`src/core/ilw_pkg.sv`:
```
// Purpose: shared constants and types of the interrupt and wake block
// Assumes: 10 MHz core clock, one device end and one core end
// Notes: special function registers sit at their 8-bit addresses
package ilw_pkg;

    // ----------------------------------------------------------------
    // Timing
    // ----------------------------------------------------------------
    localparam int CLK_PERIOD_NS = 100;
    localparam int WAKE_TIME_MS = 2;
    localparam int WAKE_CYC = WAKE_TIME_MS * 1000000 / CLK_PERIOD_NS;
    localparam int PD_GUARD_NS = 4000;
    localparam int PD_GUARD_CYC =
        (PD_GUARD_NS + CLK_PERIOD_NS - 1) / CLK_PERIOD_NS;
    localparam int MC_CLKS = 12;
    localparam int RST_GRACE_MC = 2;
    localparam int RST_GRACE_CYC = MC_CLKS * RST_GRACE_MC;
    localparam int CNT_W = 16;
    localparam int RD_WAIT = 3;

    // ----------------------------------------------------------------
    // Special function registers
    // ----------------------------------------------------------------
    localparam logic [7:0] SFR_IE = 8'hA8;
    localparam logic [7:0] SFR_IPH = 8'hB7;
    localparam logic [7:0] SFR_IP = 8'hB8;
    localparam logic [7:0] IE_MASK = 8'hBF;
    localparam logic [7:0] PRIO_MASK = 8'h3F;
    localparam logic [7:0] SFR_RST = 8'h00;
    localparam int IE_GLOBAL = 7;
    localparam int NSRC = 6;
    localparam int SRC_EX0 = 0;
    localparam int SRC_T0 = 1;
    localparam int SRC_EX1 = 2;
    localparam int SRC_T1 = 3;
    localparam int SRC_SER = 4;
    localparam int SRC_T2 = 5;
    localparam logic [2:0] PIN_RST = 3'h3;
    localparam logic [15:0] VEC_RESET = 16'h0000;
    localparam logic [15:0] VEC_BASE = 16'h0003;
    localparam logic [15:0] VEC_STEP = 16'h0008;

    // ----------------------------------------------------------------
    // Core end register map
    // ----------------------------------------------------------------
    localparam logic [7:0] A_CTRL = 8'h00;
    localparam logic [7:0] A_SFR_ADDR = 8'h04;
    localparam logic [7:0] A_SFR_DATA = 8'h08;
    localparam logic [7:0] A_STATUS = 8'h0C;
    localparam int C_ACK = 0;
    localparam int C_RETI = 1;
    localparam int C_IDLE = 2;
    localparam int C_PD = 3;
    localparam int ST_REQ = 16;
    localparam int ST_HALT = 17;
    localparam int ST_RAMBLK = 18;
    localparam int ST_GUARD = 19;
    localparam logic [1:0] HTRANS_NONSEQ = 2'h2;
    localparam logic HRESP_OKAY = 1'h0;

    typedef enum logic [2:0] {
        PM_RUN, PM_IDLE, PM_RST_GRACE, PM_PD, PM_PD_RISE, PM_PD_TIME
    } ilw_pm_t;

endpackage

```
`src/core/ilw_if.sv`:
```
// Purpose: link between interrupt controller and CPU core end
// Assumes: both ends on hclk
// Notes: all signals are driven from flip-flops of their owner
`timescale 1ns/1ns
interface ilw_if (
    input wire logic hclk,
    input wire logic hresetn
);
    logic [7:0] sfr_addr;
    logic [7:0] sfr_wdata;
    logic [7:0] sfr_rdata;
    logic sfr_wr;
    logic irq_req;
    logic [15:0] irq_vector;
    logic irq_ack;
    logic irq_reti;
    logic idle_cmd;
    logic pd_cmd;
    logic cpu_halt;
    logic ram_block;
    logic core_reset;

    modport dev (
        input hclk, hresetn, sfr_addr, sfr_wdata, sfr_wr,
        input irq_ack, irq_reti, idle_cmd, pd_cmd,
        output sfr_rdata, irq_req, irq_vector, cpu_halt,
        output ram_block, core_reset
    );
    modport core (
        input hclk, hresetn, sfr_rdata, irq_req, irq_vector,
        input cpu_halt, ram_block, core_reset,
        output sfr_addr, sfr_wdata, sfr_wr,
        output irq_ack, irq_reti, idle_cmd, pd_cmd
    );
endinterface

```
`src/core/ilw_dev.sv`:
```
// Purpose: interrupt controller with idle and power-down handling
// Assumes: timer and serial flags come from logic on hclk
// Notes: pins pass a three-stage filter before use
`timescale 1ns/1ns
module ilw_dev #(
    parameter int WAKE_CYCLES = ilw_pkg::WAKE_CYC
) (
    // Core side
    ilw_if.dev bus,
    // External pins
    input wire logic ext_irq0_pin,
    input wire logic ext_irq1_pin,
    input wire logic rst_pin,
    // Peripheral flags
    input wire logic timer0_overflow_flag,
    input wire logic timer1_overflow_flag,
    input wire logic timer2_overflow_flag,
    input wire logic timer2_external_flag,
    input wire logic uart_rx_done_flag,
    input wire logic uart_tx_done_flag,
    input wire logic spi_done_flag,
    input wire logic spi_irq_enable,
    // Configuration and core strobes
    input wire logic wake_edge_select,
    input wire logic ext_prog_mem,
    input wire logic cpu_ale_in,
    input wire logic cpu_fetch_in,
    // Outputs
    output logic ale,
    output logic code_fetch_strobe,
    output logic port0_float,
    output logic osc_stop,
    output logic [5:0] src_ack
);
    import ilw_pkg::*;

    // ----------------------------------------------------------------
    // Helpers
    // ----------------------------------------------------------------
    // Returns {found, level, index}; last hit is highest level, first
    // source in fixed order within it
    function automatic logic [5:0] ilw_pick(
        input logic [5:0] pend,
        input logic [5:0] hi,
        input logic [5:0] lo,
        input logic [3:0] busy
    );
        logic [5:0] r;
        r = '0;
        for (int l = 0; l < 4; l++)
        begin
            for (int i = NSRC - 1; i >= 0; i--)
            begin
                if (pend[i] && {hi[i], lo[i]} == 2'(l)
                    && (busy >> l) == 4'h0)
                begin
                    r = {1'b1, 2'(l), 3'(i)};
                end
            end
        end
        return r;
    endfunction

    function automatic logic [15:0] ilw_vec(input logic [2:0] idx);
        return VEC_BASE + VEC_STEP * {13'h0, idx};
    endfunction

    // ----------------------------------------------------------------
    // Pin filter
    // ----------------------------------------------------------------
    logic [2:0] s1_ff, s2_ff, s3_ff, pin_ff;
    logic [2:0] agree;
    assign agree = ~(s2_ff ^ s3_ff);

    always_ff @(posedge bus.hclk or negedge bus.hresetn)
    begin
        if (!bus.hresetn)
        begin
            s1_ff <= PIN_RST;
            s2_ff <= PIN_RST;
            s3_ff <= PIN_RST;
            pin_ff <= PIN_RST;
        end
        else
        begin
            s1_ff <= {rst_pin, ext_irq1_pin, ext_irq0_pin};
            s2_ff <= s1_ff;
            s3_ff <= s2_ff;
            pin_ff <= (s3_ff & agree) | (pin_ff & ~agree);
        end
    end

    // ----------------------------------------------------------------
    // Registers
    // ----------------------------------------------------------------
    logic [7:0] ie_ff, iph_ff, ip_ff, sfr_rdata_ff;
    logic core_reset_ff;

    always_ff @(posedge bus.hclk or negedge bus.hresetn)
    begin
        if (!bus.hresetn)
        begin
            ie_ff <= SFR_RST;
            iph_ff <= SFR_RST;
            ip_ff <= SFR_RST;
        end
        else if (core_reset_ff)
        begin
            ie_ff <= SFR_RST;
            iph_ff <= SFR_RST;
            ip_ff <= SFR_RST;
        end
        else if (bus.sfr_wr)
        begin
            case (bus.sfr_addr)
                SFR_IE: ie_ff <= bus.sfr_wdata & IE_MASK;
                SFR_IPH: iph_ff <= bus.sfr_wdata & PRIO_MASK;
                SFR_IP: ip_ff <= bus.sfr_wdata & PRIO_MASK;
                default: ;
            endcase
        end
    end

    always_ff @(posedge bus.hclk or negedge bus.hresetn)
    begin
        if (!bus.hresetn)
            sfr_rdata_ff <= SFR_RST;
        else
        begin
            case (bus.sfr_addr)
                SFR_IE: sfr_rdata_ff <= ie_ff;
                SFR_IPH: sfr_rdata_ff <= iph_ff;
                SFR_IP: sfr_rdata_ff <= ip_ff;
                default: sfr_rdata_ff <= SFR_RST;
            endcase
        end
    end

    // ----------------------------------------------------------------
    // Requests
    // ----------------------------------------------------------------
    logic t0_ff, t1_ff;
    logic [5:0] req, pend, sel;

    always_ff @(posedge bus.hclk or negedge bus.hresetn)
    begin
        if (!bus.hresetn)
        begin
            t0_ff <= 1'b0;
            t1_ff <= 1'b0;
        end
        else
        begin
            t0_ff <= timer0_overflow_flag;
            t1_ff <= timer1_overflow_flag;
        end
    end

    always_comb
    begin
        req = '0;
        req[SRC_EX0] = ~pin_ff[0];
        req[SRC_T0] = t0_ff;
        req[SRC_EX1] = ~pin_ff[1];
        req[SRC_T1] = t1_ff;
        req[SRC_SER] = uart_rx_done_flag | uart_tx_done_flag
            | (spi_done_flag & spi_irq_enable);
        req[SRC_T2] = timer2_overflow_flag
            | timer2_external_flag;
    end

    assign pend = req & ie_ff[5:0] & {NSRC{ie_ff[IE_GLOBAL]}};

    // ----------------------------------------------------------------
    // Arbitration and service levels
    // ----------------------------------------------------------------
    logic [3:0] insvc_ff, nxt_insvc;
    logic irq_req_ff;
    logic [15:0] vec_ff;
    logic [1:0] lvl_ff;
    logic [2:0] idx_ff;
    ilw_pm_t pm_ff, nxt_pm;
    logic took;

    assign sel = ilw_pick(pend, iph_ff[5:0], ip_ff[5:0], insvc_ff);
    assign took = bus.irq_ack && irq_req_ff;

    always_comb
    begin
        nxt_insvc = insvc_ff;
        if (bus.irq_reti)
        begin
            for (int l = 0; l < 4; l++)
            begin
                if ((insvc_ff >> l) == 4'h1)
                    nxt_insvc[l] = 1'b0;
            end
        end
        if (took)
            nxt_insvc[lvl_ff] = 1'b1;
    end

    always_ff @(posedge bus.hclk or negedge bus.hresetn)
    begin
        if (!bus.hresetn)
        begin
            insvc_ff <= '0;
            irq_req_ff <= 1'b0;
            vec_ff <= VEC_RESET;
            lvl_ff <= '0;
            idx_ff <= '0;
            src_ack <= '0;
        end
        else if (core_reset_ff)
        begin
            insvc_ff <= '0;
            irq_req_ff <= 1'b0;
            vec_ff <= VEC_RESET;
            src_ack <= '0;
        end
        else
        begin
            insvc_ff <= nxt_insvc;
            irq_req_ff <= sel[5] && !took && pm_ff == PM_RUN;
            if (sel[5])
            begin
                vec_ff <= ilw_vec(sel[2:0]);
                lvl_ff <= sel[4:3];
                idx_ff <= sel[2:0];
            end
            src_ack <= took ? 6'(1 << idx_ff) : '0;
        end
    end

    // ----------------------------------------------------------------
    // Power modes
    // ----------------------------------------------------------------
    logic [CNT_W-1:0] cnt_ff, nxt_cnt;
    logic nxt_core_reset, wake_low, rst_in;

    assign rst_in = pin_ff[2];
    assign wake_low = ie_ff[IE_GLOBAL]
        && ((ie_ff[SRC_EX0] && !pin_ff[0])
        || (ie_ff[SRC_EX1] && !pin_ff[1]));

    always_comb
    begin
        nxt_pm = pm_ff;
        nxt_cnt = cnt_ff;
        nxt_core_reset = 1'b0;
        case (pm_ff)
            PM_RUN:
            begin
                if (rst_in)
                    nxt_core_reset = 1'b1;
                else if (bus.idle_cmd)
                    nxt_pm = PM_IDLE;
                else if (bus.pd_cmd)
                    nxt_pm = PM_PD;
            end
            PM_IDLE:
            begin
                if (rst_in)
                begin
                    nxt_pm = PM_RST_GRACE;
                    nxt_cnt = CNT_W'(RST_GRACE_CYC - 1);
                end
                else if (|pend)
                    nxt_pm = PM_RUN;
            end
            PM_RST_GRACE:
            begin
                if (cnt_ff == '0)
                begin
                    nxt_pm = PM_RUN;
                    nxt_core_reset = 1'b1;
                end
                else
                    nxt_cnt = cnt_ff - 1'b1;
            end
            PM_PD:
            begin
                if (rst_in)
                begin
                    nxt_pm = PM_RUN;
                    nxt_core_reset = 1'b1;
                end
                else if (wake_low && wake_edge_select)
                    nxt_pm = PM_PD_RISE;
                else if (wake_low)
                begin
                    nxt_pm = PM_PD_TIME;
                    nxt_cnt = CNT_W'(WAKE_CYCLES - 1);
                end
            end
            PM_PD_RISE:
            begin
                if (!wake_low)
                    nxt_pm = PM_RUN;
            end
            PM_PD_TIME:
            begin
                if (cnt_ff == '0)
                    nxt_pm = PM_RUN;
                else
                    nxt_cnt = cnt_ff - 1'b1;
            end
            default: nxt_pm = PM_RUN;
        endcase
    end

    logic halt_ff, ram_block_ff;

    always_ff @(posedge bus.hclk or negedge bus.hresetn)
    begin
        if (!bus.hresetn)
        begin
            pm_ff <= PM_RUN;
            cnt_ff <= '0;
            core_reset_ff <= 1'b0;
            halt_ff <= 1'b0;
            ram_block_ff <= 1'b0;
            osc_stop <= 1'b0;
        end
        else
        begin
            pm_ff <= nxt_pm;
            cnt_ff <= nxt_cnt;
            core_reset_ff <= nxt_core_reset;
            halt_ff <= nxt_pm != PM_RUN;
            ram_block_ff <= nxt_pm == PM_RST_GRACE;
            osc_stop <= nxt_pm == PM_PD;
        end
    end

    // ----------------------------------------------------------------
    // Pin states
    // ----------------------------------------------------------------
    always_ff @(posedge bus.hclk or negedge bus.hresetn)
    begin
        if (!bus.hresetn)
        begin
            ale <= 1'b1;
            code_fetch_strobe <= 1'b1;
            port0_float <= 1'b0;
        end
        else
        begin
            case (nxt_pm)
                PM_RUN:
                begin
                    ale <= cpu_ale_in;
                    code_fetch_strobe <= cpu_fetch_in;
                end
                PM_IDLE, PM_RST_GRACE:
                begin
                    ale <= 1'b1;
                    code_fetch_strobe <= 1'b1;
                end
                default:
                begin
                    ale <= 1'b0;
                    code_fetch_strobe <= 1'b0;
                end
            endcase
            port0_float <= ext_prog_mem && nxt_pm != PM_RUN;
        end
    end

    assign bus.sfr_rdata = sfr_rdata_ff;
    assign bus.irq_req = irq_req_ff;
    assign bus.irq_vector = vec_ff;
    assign bus.cpu_halt = halt_ff;
    assign bus.ram_block = ram_block_ff;
    assign bus.core_reset = core_reset_ff;

endmodule

```
`src/flat_wrapper.sv`:
```
// flat-port wrapper written by rule: the top's interface ports become plain ports
module ilw_dev_flat import ilw_pkg::*;
#(
    parameter int WAKE_CYCLES = ilw_pkg::WAKE_CYC
)
  (ext_irq0_pin, ext_irq1_pin, rst_pin, timer0_overflow_flag, timer1_overflow_flag, timer2_overflow_flag, timer2_external_flag, uart_rx_done_flag, uart_tx_done_flag, spi_done_flag, spi_irq_enable, wake_edge_select, ext_prog_mem, cpu_ale_in, cpu_fetch_in, ale, code_fetch_strobe, port0_float, osc_stop, src_ack, hclk, hresetn, bus_sfr_addr, bus_sfr_wdata, bus_sfr_wr, bus_irq_ack, bus_irq_reti, bus_idle_cmd, bus_pd_cmd, bus_sfr_rdata, bus_irq_req, bus_irq_vector, bus_cpu_halt, bus_ram_block, bus_core_reset);
  ilw_if bus_i (.hclk(hclk), .hresetn(hresetn));
  input wire logic ext_irq0_pin;
  input wire logic ext_irq1_pin;
  input wire logic rst_pin;
  input wire logic timer0_overflow_flag;
  input wire logic timer1_overflow_flag;
  input wire logic timer2_overflow_flag;
  input wire logic timer2_external_flag;
  input wire logic uart_rx_done_flag;
  input wire logic uart_tx_done_flag;
  input wire logic spi_done_flag;
  input wire logic spi_irq_enable;
  input wire logic wake_edge_select;
  input wire logic ext_prog_mem;
  input wire logic cpu_ale_in;
  input wire logic cpu_fetch_in;
  output logic ale;
  output logic code_fetch_strobe;
  output logic port0_float;
  output logic osc_stop;
  output logic [5:0] src_ack;
  input wire logic hclk;
  input wire logic hresetn;
  input wire logic [$bits(bus_i.sfr_addr)-1:0] bus_sfr_addr;
  input wire logic [$bits(bus_i.sfr_wdata)-1:0] bus_sfr_wdata;
  input wire logic [$bits(bus_i.sfr_wr)-1:0] bus_sfr_wr;
  input wire logic [$bits(bus_i.irq_ack)-1:0] bus_irq_ack;
  input wire logic [$bits(bus_i.irq_reti)-1:0] bus_irq_reti;
  input wire logic [$bits(bus_i.idle_cmd)-1:0] bus_idle_cmd;
  input wire logic [$bits(bus_i.pd_cmd)-1:0] bus_pd_cmd;
  output wire logic [$bits(bus_i.sfr_rdata)-1:0] bus_sfr_rdata;
  output wire logic [$bits(bus_i.irq_req)-1:0] bus_irq_req;
  output wire logic [$bits(bus_i.irq_vector)-1:0] bus_irq_vector;
  output wire logic [$bits(bus_i.cpu_halt)-1:0] bus_cpu_halt;
  output wire logic [$bits(bus_i.ram_block)-1:0] bus_ram_block;
  output wire logic [$bits(bus_i.core_reset)-1:0] bus_core_reset;
  assign bus_i.sfr_addr = bus_sfr_addr;
  assign bus_i.sfr_wdata = bus_sfr_wdata;
  assign bus_i.sfr_wr = bus_sfr_wr;
  assign bus_i.irq_ack = bus_irq_ack;
  assign bus_i.irq_reti = bus_irq_reti;
  assign bus_i.idle_cmd = bus_idle_cmd;
  assign bus_i.pd_cmd = bus_pd_cmd;
  assign bus_sfr_rdata = bus_i.sfr_rdata;
  assign bus_irq_req = bus_i.irq_req;
  assign bus_irq_vector = bus_i.irq_vector;
  assign bus_cpu_halt = bus_i.cpu_halt;
  assign bus_ram_block = bus_i.ram_block;
  assign bus_core_reset = bus_i.core_reset;
  ilw_dev #(.WAKE_CYCLES(WAKE_CYCLES)) u_core (.bus(bus_i), .ext_irq0_pin(ext_irq0_pin), .ext_irq1_pin(ext_irq1_pin), .rst_pin(rst_pin), .timer0_overflow_flag(timer0_overflow_flag), .timer1_overflow_flag(timer1_overflow_flag), .timer2_overflow_flag(timer2_overflow_flag), .timer2_external_flag(timer2_external_flag), .uart_rx_done_flag(uart_rx_done_flag), .uart_tx_done_flag(uart_tx_done_flag), .spi_done_flag(spi_done_flag), .spi_irq_enable(spi_irq_enable), .wake_edge_select(wake_edge_select), .ext_prog_mem(ext_prog_mem), .cpu_ale_in(cpu_ale_in), .cpu_fetch_in(cpu_fetch_in), .ale(ale), .code_fetch_strobe(code_fetch_strobe), .port0_float(port0_float), .osc_stop(osc_stop), .src_ack(src_ack));
endmodule
```
`config.mk`:
```
export PLATFORM = sky130hd
export DESIGN_NAME = ilw_dev_flat
export DESIGN_NICKNAME = d
export VERILOG_FILES = /design/src/core/ilw_pkg.sv /design/src/core/ilw_if.sv /design/src/core/ilw_dev.sv /design/src/flat_wrapper.sv
export SDC_FILE = /design/constraint.sdc
export NUM_CORES = 1
export LEC_CHECK = 0
export ABC_AREA = 1
export BUFFER_PORTS_ARGS = -buffer_cell sky130_fd_sc_hd__buf_2
export CORE_UTILIZATION = 45
export CTS_CLUSTER_SIZE = 10
export DETAILED_ROUTE_END_ITERATION = 8
export GPL_ROUTABILITY_DRIVEN = 0
export PLACE_DENSITY = 0.66
export SYNTH_ARGS = -nofsm -noshare
export SYNTH_HDL_FRONTEND = slang
export SYNTH_SLANG_ARGS = --single-unit
```
`constraint.sdc`:
```
create_clock -name hclk -period 3 [get_ports hclk]
set_input_delay 0.45 -clock hclk [delete_from_list [all_inputs] [get_ports hclk]]
set_output_delay 0.45 -clock hclk [all_outputs]
set_load 0.03 [all_outputs]
```
# == Yosys cells after proc, flatten, opt, wreduce, memory -nomap -nowiden ==
# Cells that the tools add are included.
# classes
add_sub_neg,2
n_lt_le_gt_ge,2
eq_ne,37
n_shift,1
mux,69
n_bitwise,16
reduce_logical,90
# ops
cell,n
$mux W6,26
$mux W16,7
$mux W8,9
$logic_and A1 B1 Y1,57
$pmux W16 S3,1
$mux W3,10
$eq A2 B2 Y1 const B,12
$eq A8 B8 Y1 const B,3
$pmux W8 S3,1
$logic_not A16 Y1,1
$logic_not A4 Y1,4
$sub A16 B1 Y16 const B,1
$pmux W3 S5,1
$eq A2 B1 Y1 const B,7
$and A6 B6 Y6,2
$eq A3 B2 Y1 const B,4
$logic_not A2 Y1,6
$mux W4,3
$reduce_bool A2 Y1,5
$eq A3 B1 Y1 const B,3
$reduce_and A2 Y1,4
$add A2 B6 Y7 const A,1
$mux W1,7
$and A3 B3 Y3,2
other kinds (23),40
# word_totals
regBits,104
in_bits,38
out_inout_bits,38

# == Logic depth before layout (Yosys ltp) ==
# logic_depth
ltp_word,33
depth_mapped,26
mapped_depth_nobuf,26

# == Least setup slack after synthesis ==
# No wires, ideal clock.
# synth_path
kind,register -> register
from,register u_core.cnt_ff[0]
to,register u_core.cnt_ff[8]
arrival_ps,1854
t_required_ps,2876
setup_slack_ps,1022
path_stages_with_launch,17
period_less_slack_ps,1978
path_cell_list,dfrtp_1 inv_1 ha_1 inv_1 nor2_1 nand3_1 nor3_1 inv_1 o21ai_1 a21oi_4 inv_2 nor2_1 inv_1 or2_1 nor2_2 o22ai_1 a21oi_1
# synth_via
elab_chain_len,3
word_cells_on_any_way,6
cone_classes,add/sub (1); eq/ne (1); mux (2); reduce/logical (2)
# synth_lines
item,line_no,rtl
"start, declared",ilw_dev.sv:238,"logic [CNT_W-1:0] cnt_ff, nxt_cnt;"
"start signal, assigned",ilw_dev.sv:328,cnt_ff <= nxt_cnt;
$sub A16 B1 Y16 or $logic_not A16 Y1 (tied branches),--,
$mux W16 or $ne A2 B2 Y1 (tied branches),--,
$pmux W16 S3 or $reduce_and A6 Y1 (tied branches),--,
# Several ways; a longest one is shown, not always the timed one. The select of a mux whose other input is x is not followed.
# A chain may end at the register's enable or synchronous reset.

# == Worst setup path after layout ==
# Ends and elaborated chain as after synthesis.

==> results.py <==
metrics = {
    "outcome": {
        "outcome": "complete, no violations",
    },
    "worst_setup_path": {
        "arrival_ns": 2.70,
        "critPathCaptureType": "flop",
        "startpoint_type": "flop",
        "reg2reg_slack_ns": 0.54,
        "crit_buf_inv": 5,
        "worst-r2r-cell-count": 16,
        "path_class": "flop to flop",
        "crit_family": "simple AND/OR/NAND/NOR gates",
        "cp.required_ns": 3.23,
        "reg2reg_to": "u_core.cnt_ff[8]",
        "cp_common_cell": "inv_1",
        "r2r-start": "u_core.cnt_ff[0]",
        "crit_slowest_cell": "dfrtp_1",
        "slowest_delay_ns": 0.37,
        "critPathMaxFanout": 13,
        "crit_chain": "inv_1, ha_1, inv_1, nor2_1, nand3_1, nor3_1, inv_1, o21ai_1, a21oi_4, inv_2, nor2_1, inv_1, or2_1, nor2_2, o22ai_1, a21oi_1",
    },
    "yosys": {
        "syn_area_per_cell_um2": 7.934,
        "yosys-top-cells-count": "nand2_1, inv_1, dfrtp_1",
        "async_flop_share": 1.000,
        "synthFlopType": "dfrtp_1",
        "yosys_warnings": 0,
        "synth.top_cell.area_share": 0.4350,
        "netlist_top_cells_area": "dfrtp_1, nand2_1, inv_1",
        "synth_seq_cells": 86,
        "synthesis.area_um2": 4372,
        "ys_types": 42,
        "yosysSeqAreaShare": 0.4951,
        "synth.most_common_cell": "nand2_1",
        "synth_top_area_cell": "dfrtp_1",
        "synth_edf_count": 0,
        "syn_inst": 551,
    },
    "detailed_routing": {
        "drt_wl_total_um": 9696,
        "wl_met3_um": 452,
        "met2_length_um": 4689,
        "first_pass_iters": 4,
        "num_vias": 3798,
        "wl_per_cell_um": 12.91,
        "wl_met1_um": 4429,
        "ant_nets": 0,
        "drt_iter0_markers": 154,
        "drc": 0,
        "avgViaCountPerCell": 5.057,
        "top_layer": "met4",
    },
    "clock_tree": {
        "cts_buffers": 9,
        "insertion_delay_ns": 0.35,
        "cts_tree": "done",
        "clk_path_buf_depth": 2,
        "cts.clk_slew.worst_paths_ns": 0.08,
        "htreeDepth": 3,
        "root_buffer": "clkbuf_8",
        "clock-sinks": 86,
        "hold_buffers": 0,
        "cts_setup_buffers": 0,
        "post_cts_resized": 0,
    },
    "power_and_ir_drop": {
        "combPwrFrac": 0.345,
        "switching_share": 0.4230,
        "p_switching_w": 0.001608,
        "seq_power_share": 0.448,
        "p_int_w": 0.002193,
        "pwr-share-clk": 0.207,
        "power.density_nw_per_um2": 764.6,
        "irDropWorstVdd_mv": 0.3659,
        "leakagePower_nw": 2.564,
        "finalPower_w": 0.003802,
    },
    "timing": {
        "fmax_mhz": 406.0,
        "finalCritPeriodShare": 0.8209,
        "maxSlewHeadroom": 0.2803,
        "fin_crit_ns": 2.463,
        "hold_violations": 0,
        "slew_violations": 0,
        "rsz0062_at_grt": "false",
        "worst_slew_pin_slew_ns": 1.080,
        "setup_viol": 0,
        "setup_tns_ns": 0,
        "fin_skew_ns": 0.01150,
    },
    "grt": {
        "grt_antenna_before_repair": 0,
        "grt_first_pass_wirelength_um": 16650,
        "grt_util_all_layers": 0.2100,
        "grt_max_degree": 87,
        "grt-ovfl-total": 0,
        "first_global_vias": 3665,
    },
    "min_path": {
        "min_path_type": "input pin to flop",
        "min_to": "u_core.s1_ff[1]",
        "min_from": "ext_irq1_pin",
        "whs_path_depth": 1,
    },
    "finish": {
        "antenna_cells": 0,
        "area_delta_synth_final_pct": 13.74,
        "drive_above_1_share": 0.1833,
        "fin_nets": 656,
    },
    "die": {
        "fp.dieH_um": 100.6,
        "start_util": 0.4687,
        "rows": 35,
        "die_w_um": 100.6,
        "core-area_um2": 9328,
        "die_area_um2": 10110,
        "num_io_pins": 76,
    },
    "job": {
        "drv_cap": 0,
    },
    "place": {
        "numPortBuffers": 62,
        "hpwl_um": 7207,
    },
}
flip-flops by register name, summed over array words and instances (netlist names), 2 cells and up, named ones only:
register,count
u_core.bus.irq_vector,4
u_core.bus.sfr_rdata,7
u_core.cnt_ff,16
u_core.idx_ff,3
u_core.ie_ff,7
u_core.insvc_ff,4
u_core.ip_ff,6
u_core.iph_ff,6
u_core.lvl_ff,2
u_core.pm_ff,3
u_core.s1_ff,3
u_core.s2_ff,3
u_core.s3_ff,3
u_core.src_ack,6
area by class of cell:
class	count	area [µm²]
Fill cell	893	4355
Clock buffer	12	165.2
Multi-Input combinational cell	368	1792
Clock inverter	4	30.03
Sequential cell	86	2165
Inverter	88	331.6
Tap cell	129	161.4
Timing Repair Buffer	64	327.8
cells in the final DEF (no fill, tap or decap), types with 3 or more instances in the layout:
| cell | count |
|---|---|
| o221ai_1 | 3 |
| nand3_1 | 31 |
| inv_2 | 7 |
| maj3_1 | 3 |
| a21oi_1 | 17 |
| o211ai_1 | 3 |
| a22oi_1 | 4 |
| o21ai_0 | 36 |
| nor3_1 | 14 |
| nand4_1 | 16 |
| buf_4 | 3 |
| clkbuf_8 | 12 |
| dfrtp_1 | 76 |
| buf_2 | 61 |
| dfstp_2 | 10 |
| nand2_2 | 3 |
| nor4_1 | 12 |
| a31oi_1 | 6 |
| inv_1 | 80 |
| conb_1 | 12 |
| nor2_2 | 4 |
| nor2_1 | 54 |
| nand2_1 | 128 |
logic make-up after synthesis:
family / after synthesis / synth area share
and+or+nand+nor: 271 / 0.2799
DFF: 86 / 0.4951
adders and majority gates: 4 / 0.009731
other: 1 / 0.0008578
buffers and inverters: 108 / 0.1045
xor gates and xnor gates: 1 / 0.002004
AOI/OAI and AO/OA: 80 / 0.1079
metrics by stage:
step	hold WS (ns)	util	instances	setup WS [ns]	area [µm²]
after CTS	0.1707	0.5331	751	0.5362	4972
after global routing	0.1615	0.5331	751	0.1248	4972
after global placement	0.3345	0.5121	735	0.6115	4777
after detailed placement	0.3484	0.5121	735	0.5632	4777
final	0.1914	0.5331	751	0.5372	4972
after floorplan	0.1544	-	562	1.022	4413
power groups by stage:
stage	clock network, W	logic [W]	registers, W
after global placement	0	0.00129	0.00171
after global routing	0.000876	0.00150	0.00173
after detailed placement	0	0.00132	0.00172
final	0.000787	0.00131	0.00170
after CTS	0.000815	0.00132	0.00170
after floorplan	0	0.000912	0.00175
worst max-delay path by stage:
stage                           from               end  slack (ns)  cells past startpoint
floorplan           u_core.cnt_ff[0]  u_core.cnt_ff[8]        1.02                     16
global placement    u_core.cnt_ff[0]  u_core.cnt_ff[8]        0.61                     16
detailed placement  u_core.cnt_ff[0]  u_core.cnt_ff[8]        0.56                     16
CTS                 u_core.cnt_ff[0]  u_core.cnt_ff[8]        0.54                     16
global route        u_core.cnt_ff[0]  u_core.cnt_ff[8]        0.12                     16
finish              u_core.cnt_ff[0]  u_core.cnt_ff[8]        0.54                     16
layer usage:
layer  vias to the layer above  global-route usage
li1                       1904                   -
met1                      1775              0.2702
met2                       109              0.3488
met3                        10             0.03675
met4                         0             0.09142
met5                         -                   0
(Power assumes the default switching activity.)
